[src/rtl/power_adv_pkg.sv]
// Package: property identifiers, message codes, defaults and timing for the property store
package power_adv_pkg;

  // ==========================================================
  // Message format
  localparam logic [7:0] TYPE_REQ = 8'h00;
  localparam logic [7:0] TYPE_RSP = 8'h01;
  localparam logic [7:0] CMD_GET = 8'h00;
  localparam logic [7:0] CMD_SET = 8'h01;
  localparam logic [7:0] RSP_OK = 8'h00;
  localparam logic [7:0] RSP_FAIL = 8'h01;
  localparam logic [7:0] RSP_BAD = 8'h02;
  localparam logic [3:0] HDR_BYTES = 4'h3;
  localparam logic [3:0] RX_BUF_BYTES = 4'h7;
  localparam logic [3:0] RX_OVERRUN = 4'h8;
  localparam logic [2:0] RSP_HDR_BYTES = 3'h2;

  // ==========================================================
  // Property identifiers (the register offsets)
  localparam logic [7:0] ID_BOARD_POWER_OFF_DELAY = 8'h04;
  localparam logic [7:0] ID_POWER_SOURCE_SELECT = 8'h05;
  localparam logic [7:0] ID_ADVERTISING_POLICY = 8'h06;
  localparam logic [7:0] ID_PAIRING_CODE = 8'h07;
  localparam logic [7:0] ID_LINK_INTERVAL_LOW = 8'h08;
  localparam logic [7:0] ID_LINK_INTERVAL_HIGH = 8'h09;

  // ==========================================================
  // Field positions, masks and legal ranges
  localparam int BTN_CTL_BIT = 0;
  localparam int CONN_CTL_BIT = 1;
  localparam int ADV_AFTER_RESET_BIT = 0;
  localparam int NEVER_ADV_BIT = 1;
  localparam logic [7:0] CTL_BYTE_MASK = 8'h03;
  localparam logic [31:0] PAIRING_CODE_MAX = 32'h000F_423F;
  localparam logic [15:0] INTERVAL_LEGAL_MIN = 16'h0006;
  localparam logic [15:0] INTERVAL_LEGAL_MAX = 16'h0C80;

  // ==========================================================
  // Property store layout and factory values
  typedef struct packed {
    logic [15:0] offDelaySec;
    logic [7:0] powerSel;
    logic [7:0] advPolicy;
    logic [31:0] pairCode;
    logic [15:0] intLow;
    logic [15:0] intHigh;
  } props_s;

  localparam props_s PROPS_DEFAULT = '{
    offDelaySec: 16'h003C,
    powerSel: 8'h03,
    advPolicy: 8'h00,
    pairCode: 32'h0000_0000,
    intLow: 16'h000A,
    intHigh: 16'h000A
  };

  // ==========================================================
  // Timing: one second of the off-delay at the 250 MHz clock
  localparam int CLK_MHZ = 32'h0000_00FA;
  localparam int DELAY_UNIT_S = 32'h0000_0001;
  localparam int SEC_CYCLES = DELAY_UNIT_S * CLK_MHZ * 32'h000F_4240;

  // ==========================================================
  // Parser states
  typedef enum logic [1:0] {ST_RECV, ST_EXEC, ST_SEND} parse_state_e;

  // Value length in bytes of a property, zero when unknown
  function automatic logic [2:0] prop_len(input logic [7:0] id);
    case (id)
      ID_BOARD_POWER_OFF_DELAY: prop_len = 3'h2;
      ID_POWER_SOURCE_SELECT: prop_len = 3'h1;
      ID_ADVERTISING_POLICY: prop_len = 3'h1;
      ID_PAIRING_CODE: prop_len = 3'h4;
      ID_LINK_INTERVAL_LOW: prop_len = 3'h2;
      ID_LINK_INTERVAL_HIGH: prop_len = 3'h2;
      default: prop_len = 3'h0;
    endcase
  endfunction

endpackage

[src/rtl/board_off_timer.sv]
// Seconds countdown that powers the main board off when no connection follows a button power-up
`timescale 1ns/1ns
`default_nettype none
module board_off_timer #(
  parameter int SEC_CYCLES = power_adv_pkg::SEC_CYCLES
) (
  input wire logic mclk,            // 250 MHz clock
  input wire logic nrst,            // Async reset, active low
  input wire logic arm,             // Start counting, one-cycle pulse
  input wire logic disarm,          // Abandon counting, a level that acts in every cycle it is high
  input wire logic [15:0] delaySec, // Delay in seconds, latched at arm
  output logic expire               // One-cycle pulse when delay elapses
);

  logic armed_r;
  logic [31:0] preCnt_r;
  logic [15:0] secLeft_r;
  logic expire_r;

  // ==========================================================
  // Countdown
  wire logic secTick = armed_r && (preCnt_r == 32'(SEC_CYCLES - 1));
  wire logic lastSec = secTick && (secLeft_r == 16'h0001);

  // Disarm wins over arm so a connection in the same cycle cancels
  always_ff @(posedge mclk or negedge nrst) begin
    if (!nrst) begin
      armed_r <= 1'b0;
      preCnt_r <= 32'h0000_0000;
      secLeft_r <= 16'h0000;
      expire_r <= 1'b0;
    end else begin
      expire_r <= lastSec && !disarm;
      if (disarm || lastSec) begin
        armed_r <= 1'b0;
      end else if (arm && delaySec != 16'h0000) begin
        armed_r <= 1'b1;
        preCnt_r <= 32'h0000_0000;
        secLeft_r <= delaySec;
      end else if (secTick) begin
        preCnt_r <= 32'h0000_0000;
        secLeft_r <= secLeft_r - 16'h0001;
      end else if (armed_r) begin
        preCnt_r <= preCnt_r + 32'h0000_0001;
      end
    end
  end

  assign expire = expire_r;
endmodule
`default_nettype wire

[src/rtl/power_adv_config.sv]
// Property store, message interpreter and board power / advertising control
// ==========================================================
// Summary of operation
// Off-delay property 0x04 holds 16-bit seconds, sent high byte first.
// Board powered by button without a connection turns off after delay; default 60.
// Off-delay of zero disables the automatic board power-off.
// Power source byte 0x05: bit0 button, bit1 connection, default 0x03.
// Button control set: each press-release toggles board power; else no effect.
// Connection control set: connect powers on, disconnect powers off.
// Host power command also sets board power.
// Advertising byte 0x06: bit0 after-reset, bit1 never, default 0x00.
// After-reset clear: silent until button press-release or USB power.
// After-reset set: advertise after reset; button cannot stop it.
// Never bit set suppresses advertising; clear allows it.
// Pairing code 0x07: four bytes, 0 to 999999, default zero.
// Pairing code sent low byte first; last byte always zero.
// Interval low 0x08: 16-bit, low byte first, 1.25 ms units, default 10.
// Stored low interval feeds the update request minimum field.
// Interval high 0x09: same format, feeds update request maximum field.
// Host writes interval values only from 6 through 3200.
// New interval values apply only after module reset or power cycle.
// All properties survive module reset and power-off; the store reloads the factory values at power-on reset.
// Host should write each stored property once, to spare flash.
// Get: 00 00 id; reply 01 code value.
// Set: 00 01 id value; reply 01 code.
// Response code 0 success, 1 failure, 2 bad parameters.
// Out-of-range or wrong-length set answers bad parameters, store unchanged.
// Reserved control bits stored as zero and ignored.
`timescale 1ns/1ns
`default_nettype none
module power_adv_config #(
  parameter int SEC_CYCLES = power_adv_pkg::SEC_CYCLES
) (
  input wire logic mclk,                 // 250 MHz clock
  input wire logic nrst,                 // Power-on reset, async, active low
  input wire logic moduleReset,          // Module reset pulse, keeps properties
  input wire logic [7:0] rxByte,         // Request byte
  input wire logic rxValid,              // Request byte strobe
  input wire logic rxLast,               // Last byte of request
  output logic rxBusy,                   // Request bytes now are dropped
  output logic [7:0] txByte,             // Response byte
  output logic txValid,                  // Response byte strobe
  output logic txLast,                   // Last byte of response
  input wire logic buttonRelease,        // Button press-release pulse
  input wire logic connUp,               // Connection established pulse
  input wire logic connDown,             // Connection terminated pulse
  input wire logic usbPowerOn,           // USB power connected pulse
  input wire logic hostPwrValid,         // Host power command pulse
  input wire logic hostPwrOn,            // Power state asked by host
  output logic boardPower,               // Main board power enable
  output logic advertising,              // Advertising enable
  output logic [31:0] pairingCode,       // Stored pairing code
  output logic [15:0] updIntervalMin,    // Update request minimum interval
  output logic [15:0] updIntervalMax     // Update request maximum interval
);

  // ==========================================================
  // State
  power_adv_pkg::parse_state_e state_r;
  power_adv_pkg::props_s props_r;
  power_adv_pkg::props_s propsWr;
  logic [7:0] rxBuf_r [0:6];
  logic [3:0] rxCnt_r;
  logic [3:0] msgLen_r;
  logic [7:0] txBuf_r [0:5];
  logic [2:0] txIdx_r;
  logic [2:0] txLen_r;
  logic [7:0] txByte_r;
  logic txValid_r;
  logic txLast_r;
  logic rxBusy_r;
  logic boardPower_r;
  logic advertising_r;
  logic connected_r;
  logic startup_r;
  logic [15:0] intMin_r;
  logic [15:0] intMax_r;
  logic timerExpire;

  // ==========================================================
  // Request decode
  wire logic [7:0] msgType = rxBuf_r[0];
  wire logic [7:0] cmdId = rxBuf_r[1];
  wire logic [7:0] propId = rxBuf_r[2];
  wire logic [2:0] valBytes = power_adv_pkg::prop_len(propId);
  wire logic isGet = (msgType == power_adv_pkg::TYPE_REQ) && (cmdId == power_adv_pkg::CMD_GET);
  wire logic isSet = (msgType == power_adv_pkg::TYPE_REQ) && (cmdId == power_adv_pkg::CMD_SET);
  wire logic [15:0] valBe16 = {rxBuf_r[3], rxBuf_r[4]};
  wire logic [15:0] valLe16 = {rxBuf_r[4], rxBuf_r[3]};
  wire logic [31:0] valLe32 = {rxBuf_r[6], rxBuf_r[5], rxBuf_r[4], rxBuf_r[3]};
  wire logic isInterval = (propId == power_adv_pkg::ID_LINK_INTERVAL_LOW) ||
                          (propId == power_adv_pkg::ID_LINK_INTERVAL_HIGH);
  wire logic getLenOk = (msgLen_r == power_adv_pkg::HDR_BYTES);
  wire logic setLenOk = (msgLen_r == ({1'b0, valBytes} + power_adv_pkg::HDR_BYTES));

  // Range checks; a pairing code below the limit also has a zero top byte
  wire logic intervalOk = (valLe16 >= power_adv_pkg::INTERVAL_LEGAL_MIN) &&
                          (valLe16 <= power_adv_pkg::INTERVAL_LEGAL_MAX);
  wire logic pairOk = (valLe32 <= power_adv_pkg::PAIRING_CODE_MAX);
  wire logic rangeOk = (propId == power_adv_pkg::ID_PAIRING_CODE) ? pairOk :
                       isInterval ? intervalOk : 1'b1;

  // Response code: unknown command fails, bad id/length/range is bad parameters
  wire logic [7:0] rspCode =
    (!isGet && !isSet) ? power_adv_pkg::RSP_FAIL :
    (valBytes == 3'h0) ? power_adv_pkg::RSP_BAD :
    isGet ? (getLenOk ? power_adv_pkg::RSP_OK : power_adv_pkg::RSP_BAD) :
    (setLenOk && rangeOk) ? power_adv_pkg::RSP_OK : power_adv_pkg::RSP_BAD;
  wire logic rspOk = (rspCode == power_adv_pkg::RSP_OK);
  wire logic doWrite = (state_r == power_adv_pkg::ST_EXEC) && isSet && rspOk;

  // Value bytes for a get, first byte sent in the low lane
  wire logic [31:0] getVal =
    (propId == power_adv_pkg::ID_BOARD_POWER_OFF_DELAY) ?
      {16'h0000, props_r.offDelaySec[7:0], props_r.offDelaySec[15:8]} :
    (propId == power_adv_pkg::ID_POWER_SOURCE_SELECT) ? {24'h00_0000, props_r.powerSel} :
    (propId == power_adv_pkg::ID_ADVERTISING_POLICY) ? {24'h00_0000, props_r.advPolicy} :
    (propId == power_adv_pkg::ID_PAIRING_CODE) ? props_r.pairCode :
    (propId == power_adv_pkg::ID_LINK_INTERVAL_LOW) ? {16'h0000, props_r.intLow} :
    {16'h0000, props_r.intHigh};
  wire logic [2:0] rspLen = (isGet && rspOk) ? (power_adv_pkg::RSP_HDR_BYTES + valBytes) :
                            power_adv_pkg::RSP_HDR_BYTES;

  // ==========================================================
  // Store update; reserved control bits are masked off on the way in
  wire logic hitDelay = (propId == power_adv_pkg::ID_BOARD_POWER_OFF_DELAY);
  wire logic hitSel = (propId == power_adv_pkg::ID_POWER_SOURCE_SELECT);
  wire logic hitAdv = (propId == power_adv_pkg::ID_ADVERTISING_POLICY);
  wire logic hitPair = (propId == power_adv_pkg::ID_PAIRING_CODE);
  wire logic hitLow = (propId == power_adv_pkg::ID_LINK_INTERVAL_LOW);
  wire logic hitHigh = (propId == power_adv_pkg::ID_LINK_INTERVAL_HIGH);
  assign propsWr.offDelaySec = hitDelay ? valBe16 : props_r.offDelaySec;
  assign propsWr.powerSel = hitSel ? (rxBuf_r[3] & power_adv_pkg::CTL_BYTE_MASK) :
                            props_r.powerSel;
  assign propsWr.advPolicy = hitAdv ? (rxBuf_r[3] & power_adv_pkg::CTL_BYTE_MASK) :
                             props_r.advPolicy;
  assign propsWr.pairCode = hitPair ? valLe32 : props_r.pairCode;
  assign propsWr.intLow = hitLow ? valLe16 : props_r.intLow;
  assign propsWr.intHigh = hitHigh ? valLe16 : props_r.intHigh;

  // Store keeps its value over module reset; only power-on loads the factory values
  always_ff @(posedge mclk or negedge nrst) begin
    if (!nrst) begin
      props_r <= power_adv_pkg::PROPS_DEFAULT;
    end else if (doWrite) begin
      props_r <= propsWr;
    end
  end

  // ==========================================================
  // Message parser
  wire logic rxTake = rxValid && (state_r == power_adv_pkg::ST_RECV);
  wire logic [3:0] rxCntInc = (rxCnt_r == power_adv_pkg::RX_OVERRUN) ? rxCnt_r :
                              (rxCnt_r + 4'h1);
  wire logic txDone = (state_r == power_adv_pkg::ST_SEND) && (txIdx_r == (txLen_r - 3'h1));

  // Bytes beyond the buffer are counted so an over-long set is refused
  always_ff @(posedge mclk or negedge nrst) begin
    if (!nrst) begin
      state_r <= power_adv_pkg::ST_RECV;
      rxCnt_r <= 4'h0;
      msgLen_r <= 4'h0;
      txIdx_r <= 3'h0;
      txLen_r <= 3'h0;
    end else begin
      case (state_r)
        power_adv_pkg::ST_RECV: begin
          if (rxTake) begin
            rxCnt_r <= rxLast ? 4'h0 : rxCntInc;
            msgLen_r <= rxCntInc;
            if (rxLast) begin
              state_r <= power_adv_pkg::ST_EXEC;
            end
          end
        end
        power_adv_pkg::ST_EXEC: begin
          txIdx_r <= 3'h0;
          txLen_r <= rspLen;
          state_r <= power_adv_pkg::ST_SEND;
        end
        power_adv_pkg::ST_SEND: begin
          txIdx_r <= txIdx_r + 3'h1;
          if (txDone) begin
            state_r <= power_adv_pkg::ST_RECV;
          end
        end
        default: begin
          state_r <= power_adv_pkg::ST_RECV;
        end
      endcase
    end
  end

  // Request buffer
  always_ff @(posedge mclk or negedge nrst) begin
    if (!nrst) begin
      for (int i = 0; i < 7; i++) begin
        rxBuf_r[i] <= 8'h00;
      end
    end else if (rxTake && rxCnt_r < power_adv_pkg::RX_BUF_BYTES) begin
      rxBuf_r[rxCnt_r[2:0]] <= rxByte;
    end
  end

  // Response buffer, filled in the execute cycle
  always_ff @(posedge mclk or negedge nrst) begin
    if (!nrst) begin
      for (int i = 0; i < 6; i++) begin
        txBuf_r[i] <= 8'h00;
      end
    end else if (state_r == power_adv_pkg::ST_EXEC) begin
      txBuf_r[0] <= power_adv_pkg::TYPE_RSP;
      txBuf_r[1] <= rspCode;
      for (int i = 0; i < 4; i++) begin
        txBuf_r[i + 2] <= getVal[8 * i +: 8];
      end
    end
  end

  // Response byte stream, one byte a cycle with no stall
  always_ff @(posedge mclk or negedge nrst) begin
    if (!nrst) begin
      txByte_r <= 8'h00;
      txValid_r <= 1'b0;
      txLast_r <= 1'b0;
      rxBusy_r <= 1'b0;
    end else begin
      txByte_r <= (state_r == power_adv_pkg::ST_SEND) ? txBuf_r[txIdx_r] : 8'h00;
      txValid_r <= (state_r == power_adv_pkg::ST_SEND);
      txLast_r <= txDone;
      rxBusy_r <= (rxTake && rxLast) || (state_r == power_adv_pkg::ST_EXEC) ||
                  ((state_r == power_adv_pkg::ST_SEND) && !txDone);
    end
  end

  // ==========================================================
  // Board power
  wire logic btnCtl = props_r.powerSel[power_adv_pkg::BTN_CTL_BIT];
  wire logic connCtl = props_r.powerSel[power_adv_pkg::CONN_CTL_BIT];
  wire logic btnPwr = btnCtl && buttonRelease;
  wire logic pwrAfterBtn = btnPwr ? !boardPower_r : boardPower_r;
  wire logic pwrAfterConn = (connCtl && connDown) ? 1'b0 :
                            (connCtl && connUp) ? 1'b1 : pwrAfterBtn;
  wire logic pwrAfterTmo = timerExpire ? 1'b0 : pwrAfterConn;
  wire logic pwrNxt = hostPwrValid ? hostPwrOn : pwrAfterTmo;
  wire logic connNxt = connUp ? 1'b1 : connDown ? 1'b0 : connected_r;
  // Only a button power-up without a link starts the off-delay
  wire logic timerArm = btnPwr && !boardPower_r && pwrNxt && !connNxt;
  wire logic timerDisarm = connUp || !pwrNxt || hostPwrValid;

  always_ff @(posedge mclk or negedge nrst) begin
    if (!nrst) begin
      boardPower_r <= 1'b0;
      connected_r <= 1'b0;
    end else begin
      boardPower_r <= pwrNxt;
      connected_r <= moduleReset ? 1'b0 : connNxt;
    end
  end

  board_off_timer #(
    .SEC_CYCLES(SEC_CYCLES)
  ) u_offTimer (
    .mclk(mclk),
    .nrst(nrst),
    .arm(timerArm),
    .disarm(timerDisarm),
    .delaySec(props_r.offDelaySec),
    .expire(timerExpire)
  );

  // ==========================================================
  // Advertising and applied intervals
  // Startup flag replays the reset policy once the power-on reset is released
  wire logic loadNow = moduleReset || startup_r;
  wire logic advAfterReset = props_r.advPolicy[power_adv_pkg::ADV_AFTER_RESET_BIT];
  wire logic neverAdv = props_r.advPolicy[power_adv_pkg::NEVER_ADV_BIT];
  wire logic advBtn = buttonRelease && !advAfterReset;
  wire logic advRaw = loadNow ? advAfterReset :
                      usbPowerOn ? 1'b1 :
                      advBtn ? !advertising_r : advertising_r;
  wire logic advNxt = advRaw && !neverAdv;

  always_ff @(posedge mclk or negedge nrst) begin
    if (!nrst) begin
      startup_r <= 1'b1;
      advertising_r <= 1'b0;
      intMin_r <= power_adv_pkg::PROPS_DEFAULT.intLow;
      intMax_r <= power_adv_pkg::PROPS_DEFAULT.intHigh;
    end else begin
      startup_r <= 1'b0;
      advertising_r <= advNxt;
      if (loadNow) begin
        intMin_r <= props_r.intLow;
        intMax_r <= props_r.intHigh;
      end
    end
  end

  assign rxBusy = rxBusy_r;
  assign txByte = txByte_r;
  assign txValid = txValid_r;
  assign txLast = txLast_r;
  assign boardPower = boardPower_r;
  assign advertising = advertising_r;
  assign pairingCode = props_r.pairCode;
  assign updIntervalMin = intMin_r;
  assign updIntervalMax = intMax_r;
endmodule
`default_nettype wire

[config.mk]
export PLATFORM = sky130hd
export DESIGN_NAME = power_adv_config
export DESIGN_NICKNAME = d
export VERILOG_FILES = /design/src/rtl/power_adv_pkg.sv /design/src/rtl/board_off_timer.sv /design/src/rtl/power_adv_config.sv
export SDC_FILE = /design/constraint.sdc
export NUM_CORES = 1
export LEC_CHECK = 0
export ABC_AREA = 1
export CAP_MARGIN = 0
export CORE_ASPECT_RATIO = 0.6
export CORE_UTILIZATION = 64
export CTS_CLUSTER_DIAMETER = 50
export DETAILED_ROUTE_END_ITERATION = 8
export DONT_BUFFER_PORTS = 1
export PLACE_DENSITY = 0.85
export RECOVER_POWER = 25
export SLEW_MARGIN = 20
export SYNTH_ARGS = -nofsm -noshare
export SYNTH_HDL_FRONTEND = slang
export SYNTH_SLANG_ARGS = --single-unit
[constraint.sdc]
create_clock -name mclk -period 3.4 [get_ports mclk]
set_input_delay 0.17 -clock mclk [delete_from_list [all_inputs] [get_ports mclk]]
set_output_delay 0.17 -clock mclk [all_outputs]
set_load 0.02 [all_outputs]
Word-level counts from Yosys, hierarchy flattened:

Index checks and enable logic that the tools add are counted.

* register bits: 294

* add/subtract/negate cells: 7
* magnitude comparators: 7
* eq/ne operators: 18
* multiplexer cells: 46
* bitwise operators: 3
* reduce and logical (&&, ||, !) cells: 65

Operator list (number)
* $mux 32: 7
* $bwmux 56: 1
* $mux 16: 3
* $add 32x1->32 const B: 1
* $eq 32x28->1 const B: 1
* $eq 8x3->1 const B: 4
* $le 32x20->1 const B: 1
* $mux 8: 4
* $logic_and 1x1->1: 26
* $bmux 8 s3: 1
* $demux 8 s3: 1
* $logic_not 8->1: 3
* $reduce_and 2->1: 9
* $eq 16x1->1 const B: 1
* $eq 8x4->1 const B: 2
* $ge 16x3->1 const B: 1
* $le 16x12->1 const B: 1
* $mux 2: 8
* $reduce_bool 16->1: 1
* $sub 16x1->16 const B: 1
* $mux 1: 15
* $logic_not 1->1: 10
* $pmux 3 s3: 1
* $eq 8x1->1 const B: 1
* other kinds (29): 42

Logic depth before layout (Yosys ltp):

* depth after elaboration: 13
* mapped depth: 19

Cells and area by module:

From an unflattened synthesis, not the netlist that was laid out.

* cell total of the unflattened synthesis: 1850
* area total of the unflattened synthesis: 14935.6 um2

By module, submodules not included
* power_adv_config: instances 1, cells each 1220, area an instance 10983.0 um2, sequential area each 5974.5 um2
* board_off_timer: instances 1, cells each 630, area an instance 3952.5 um2, sequential area each 1251.2 um2

Least setup slack after synthesis:

Ideal clock, no wire load.

* kind: reg2reg
* start point: register rxBuf_r (netlist bit propId[4])
* end point: register props_r[93] (netlist bit)
* arrival time: 3018 ps
* required time: 3282 ps
* slack: 263 ps
* stages on the path, launching flop included: 20
* path buffers: 2
* clock period less this slack: 3137 ps
* cell sequence: dfrtp_1 > inv_1 > nand2_1 > nor2_4 > nand3_1 > nor2_1 > buf_2 > nor2_1 > ha_1 > ha_1 > xor2_1 > nor2_1 > nand3_1 > nor2_1 > nand2_1 > nand2_2 > nand4_2 > buf_4 > nand2_1 > nand2_1

* word-level cells in the longest chain between the ends: 13
* elaborated cells on any way between the ends: 23
* classes of those cells: add/sub (1); eq/ne (7); mux (7); reduce/logical (8)

RTL lines
* start: declaration: line power_adv_config.sv:62 `logic [7:0] rxBuf_r [0:6];`
* start signal: indexed assignment: line power_adv_config.sv:201 `rxBuf_r[rxCnt_r[2:0]] <= rxByte;`
* $eq 8x3->1 (tied with other cells): line power_adv_pkg.sv:70, power_adv_config.sv:126
* $reduce_or 3->1 (no line) or $reduce_or 2->1 (tied branches)
* $pmux 3 s3: line power_adv_pkg.sv:70 `case (id)`
* $add 3x2->4: line power_adv_config.sv:94 `wire logic setLenOk = (msgLen_r == ({1'b0, valBytes} + power_adv_pkg::HDR_BYTES));`
* $eq 4x4->1: line power_adv_config.sv:94
* $logic_and 1x1->1: line power_adv_config.sv:108 `(setLenOk && rangeOk) ? power_adv_pkg::RSP_OK : power_adv_pkg::RSP_BAD;`
* $mux 2: line power_adv_config.sv:108
* $mux 2: line power_adv_config.sv:107 `isGet ? (getLenOk ? power_adv_pkg::RSP_OK : power_adv_pkg::RSP_BAD) :`
* $mux 2: line power_adv_config.sv:106 `(valBytes == 3'h0) ? power_adv_pkg::RSP_BAD :`
* $mux 2: line power_adv_config.sv:105 `(!isGet && !isSet) ? power_adv_pkg::RSP_FAIL :`
* $logic_not 8->1: line power_adv_config.sv:109 `wire logic rspOk = (rspCode == power_adv_pkg::RSP_OK);`
* $logic_and 1x1->1: line power_adv_config.sv:110 `wire logic doWrite = (state_r == power_adv_pkg::ST_EXEC) && isSet && rspOk;`
* $reduce_and 2->1 (no line) *
* end signal: assignment: line power_adv_config.sv:144 `props_r <= power_adv_pkg::PROPS_DEFAULT;`
* end signal: assignment: line power_adv_config.sv:146 `props_r <= propsWr;`
* end: declaration: line power_adv_config.sv:60 `power_adv_pkg::props_s props_r;`

Mark *: on every way between the ends. The rest lies on a longest branch, timed or not.
A chain may end at the register's enable or synchronous reset.

Worst setup path after layout:

* start point: register rxBuf_r (netlist bit propId[2])
* end point: register props_r[22] (netlist bit)

* word-level cells in the longest chain between the ends: 13
* elaborated cells on any way between the ends: 23
* classes of those cells: add/sub (1); eq/ne (7); mux (7); reduce/logical (8)

RTL lines (line)
* $eq 8x3->1 (tied with other cells): power_adv_pkg.sv:70
* $reduce_or 3->1 (no line) or $reduce_or 2->1 (tied branches)
* $pmux 3 s3: power_adv_pkg.sv:70
* $add 3x2->4: power_adv_config.sv:94
* $eq 4x4->1: power_adv_config.sv:94
* $logic_and 1x1->1: power_adv_config.sv:108
* $mux 2: power_adv_config.sv:108
* $mux 2: power_adv_config.sv:107
* $mux 2: power_adv_config.sv:106
* $mux 2: power_adv_config.sv:105
* $logic_not 8->1: power_adv_config.sv:109
* $logic_and 1x1->1: power_adv_config.sv:110
* $reduce_and 2->1 (no line) *

Marks and branches as above.

==> impl_metrics.ini <==
[sta]
fmax_mhz = 321
slew_headroom = 0.300
rsz0062_at_grt = no
worst-slew-pin-transition_ns = 1.05
drv_slew = 0
setup_ws_ns = 0.280
finalSetupViolations = 0
fin_crit_sh = 0.918
fin_worst_skew_ns = 0.0148
tns_ns = 0
min_period_ns = 3.12
hold_viol_final = 288
hold_ws_ns = -0.691

[clock_tree]
numCtsBuffers = 28
holdBufCountCts = 17
cts_setup_buffers = 0
clk_latency_ns = 0.56
path_clk_slew_ns = 0.06
clock-sinks = 288
cts_buffer_depth = 3
cts_root_buf = clkbuf_16
htreeDepth = 1
cts_tree = yes

[floorplanning]
die-area_um2 = 23100
core_region_area_um2 = 22000
initial_utilization = 0.652
die_width_um = 195
die_y_um = 118
io_pins = 96
std_cell_rows = 42

[placement]
io_buffers = 0
hpwl_um = 27000
placed_cells = 1957
gp_congestion = 1.01
place_area_um2 = 14300
place_ws_ns = 0.249

[global_routing]
grt_first_pass_wirelength_um = 63200
grt_max_degree = 289
grt_pass1_vias = 11400
overflow = 0
grt.total_usage = 0.351
antenna_found_initial = 2

[setup_path]
worstPathArrival_ns = 3.56
crit_chain = or2_2 -> nor2_1 -> nand2_1 -> nand2_1 -> nor2_1 -> ha_1 -> ha_1 -> xor2_1 -> nor2_1 -> nand3_1 -> nor2_1 -> nand2_1 -> nand2_2 -> nand4_2 -> nand2_1 -> nand2_1
reg2reg_slack_ns = 0.28
worstPathRequired_ns = 3.84
cpPeakStageDelay_ns = 0.42
crit_path_top_delay_cell = dfrtp_1
critPathTopFamily = simple AND/OR/NAND/NOR gates
cp-start-kind = flop
crit_path_max_fanout = 16
end_kind = flop
crit_path_frequent_cell = nand2_1
setup.worst_path.class = flop to flop
critPathBufInv = 0

[pwr]
pwr_density_cell_nw_per_um2 = 613
power_mw = 9.43
leakage_nw = 7.60
worst_ir_drop_vdd_mv = 0.635

[cells_and_area]
area_growth_pct = 7.25
drive_above_1_share = 0.0724
num-nets-final = 1753
fin_area_um2 = 15400
fin_cells = 2026
diodes = 0
fin_util = 0.699

[logic_synthesis]
syn_nets = 1799
synth_warnings = 0
syn_area_um2 = 14400
async_flop_share = 1.00
seq_area_frac_synth = 0.503
synth_most_common_cell = nand2_1
netlist_top_cells_count = nand2_1 (487), dfrtp_1 (273), nor2_1 (162), o21ai_0 (159), inv_1 (153)
yosys.area.top_type_share = 0.476
ys_seq_elements = 288
syn_avg_cell_area_um2 = 8.14
yosysUniqueCellTypes = 46
synth_top_area_cell = dfrtp_1
yosys_most_used_dff = dfrtp_1
synth.area.top_cells = dfrtp_1 (48%), nand2_1 (13%), o21ai_0 (5.5%), nand4_1 (4.4%), nor2_1 (4.2%)
synth-edff-count = 0
postSynthCellCount = 1764

[job]
maxCapViolations = 0

[run_status]
status = finished, violations left
violations = hold timing

[route]
drt-initial-drc-count = 1774
drt-total-wl_um = 39300
drc = 0
drtAntennaViolNets = 0
vias = 12300
wl_per_cell_um = 19.4
routed_via_density = 6.09
drt_pre_antenna_iters = 8

[hold_path]
hold_class = input pin to asynchronous set/reset pin
cells in the final DEF (no fill, tap or decap), drive strengths merged, types with 2 or more instances in the layout:
cell type / instances
nand2: 491
dfrtp: 273
o21ai: 169
nor2: 164
inv: 157
nand4: 105
nand3: 62
a21oi: 56
clkbuf: 42
xor2: 29
nor3: 27
nor4: 19
dlygate4sd3: 17
mux2: 16
ha: 16
buf: 16
dfstp: 15
or2: 12
o22ai: 11
clkinv: 9
o211ai: 8
o2111ai: 6
xnor2: 6
o31ai: 2
nand3b: 2
flip-flops by register name, indices dropped and copies added (netlist names), 16 cells and up:
name and count:
u_offTimer.secLeft_r 16, updIntervalMax 16, updIntervalMin 16, rxBuf_r 32, pairingCode 32, txBuf_r 35
props_r 48, u_offTimer.preCnt_r 32
report_power, final:
part / switching [mW] / internal (mW)
Combinational: 1.29 / 0.631
Clock: 1.36 / 1.80
Sequential: 0.503 / 3.85
path summary, 6_finish.rpt:
kind / from / end / cells past startpoint
max: propId[2] / props_r[22] / 16
min: nrst / updIntervalMax[15] / 0
max reg2reg: propId[2] / props_r[22] / 16
min reg2reg: props_r[17] / props_r[17] / 2
max in group asynchronous: nrst / txByte[4] / 0
min in group mclk: rxByte[2] / rxBuf_r[2] / 2
routing by layer:
layer	wire [um]	part of all wire	GRT usage	vias up
met5	13	0.00033	0	-
met1	17600	0.45	0.554	5885
met4	504	0.013	0.0645	2
met2	15800	0.40	0.465	713
met3	5360	0.14	0.121	59
li1	-	-	-	5688
logic make-up after synthesis:
kind of cell | after synthesis | share of synthesized area
compound gates | 257 | 0.0949
mux | 16 | 0.0125
buf+inv | 267 | 0.0837
fa+ha+maj | 16 | 0.0139
other cells | 1 | 0.000261
simple gates | 884 | 0.270
xor+xnor | 35 | 0.0214
flops | 288 | 0.503
what timing repair did:
action                     CTS  global route
resized for setup            0             1
hold endpoints to repair   357           288
setup endpoints to repair    0            10
worst reg2reg max path: stages, from the launching register on:
cell	delay [ns]
dfrtp_1	0.42
or2_2	0.32
nor2_1	0.09
nand2_1	0.09
nand2_1	0.11
nor2_1	0.05
ha_1	0.19
ha_1	0.29
xor2_1	0.16
nor2_1	0.08
nand3_1	0.08
nor2_1	0.10
nand2_1	0.13
nand2_2	0.20
nand4_2	0.39
nand2_1	0.23
nand2_1	0.08
layout make-up:
type	count	area [um2]
clock inverters	10	88.8
clock buffers	42	845
inverters	158	593
repair buffers	33	328
flip-flops and latches	288	7230
well taps	286	358
fillers	1683	6620
multi-input cells	1209	5960
Power figures use the tool's default switching activity.
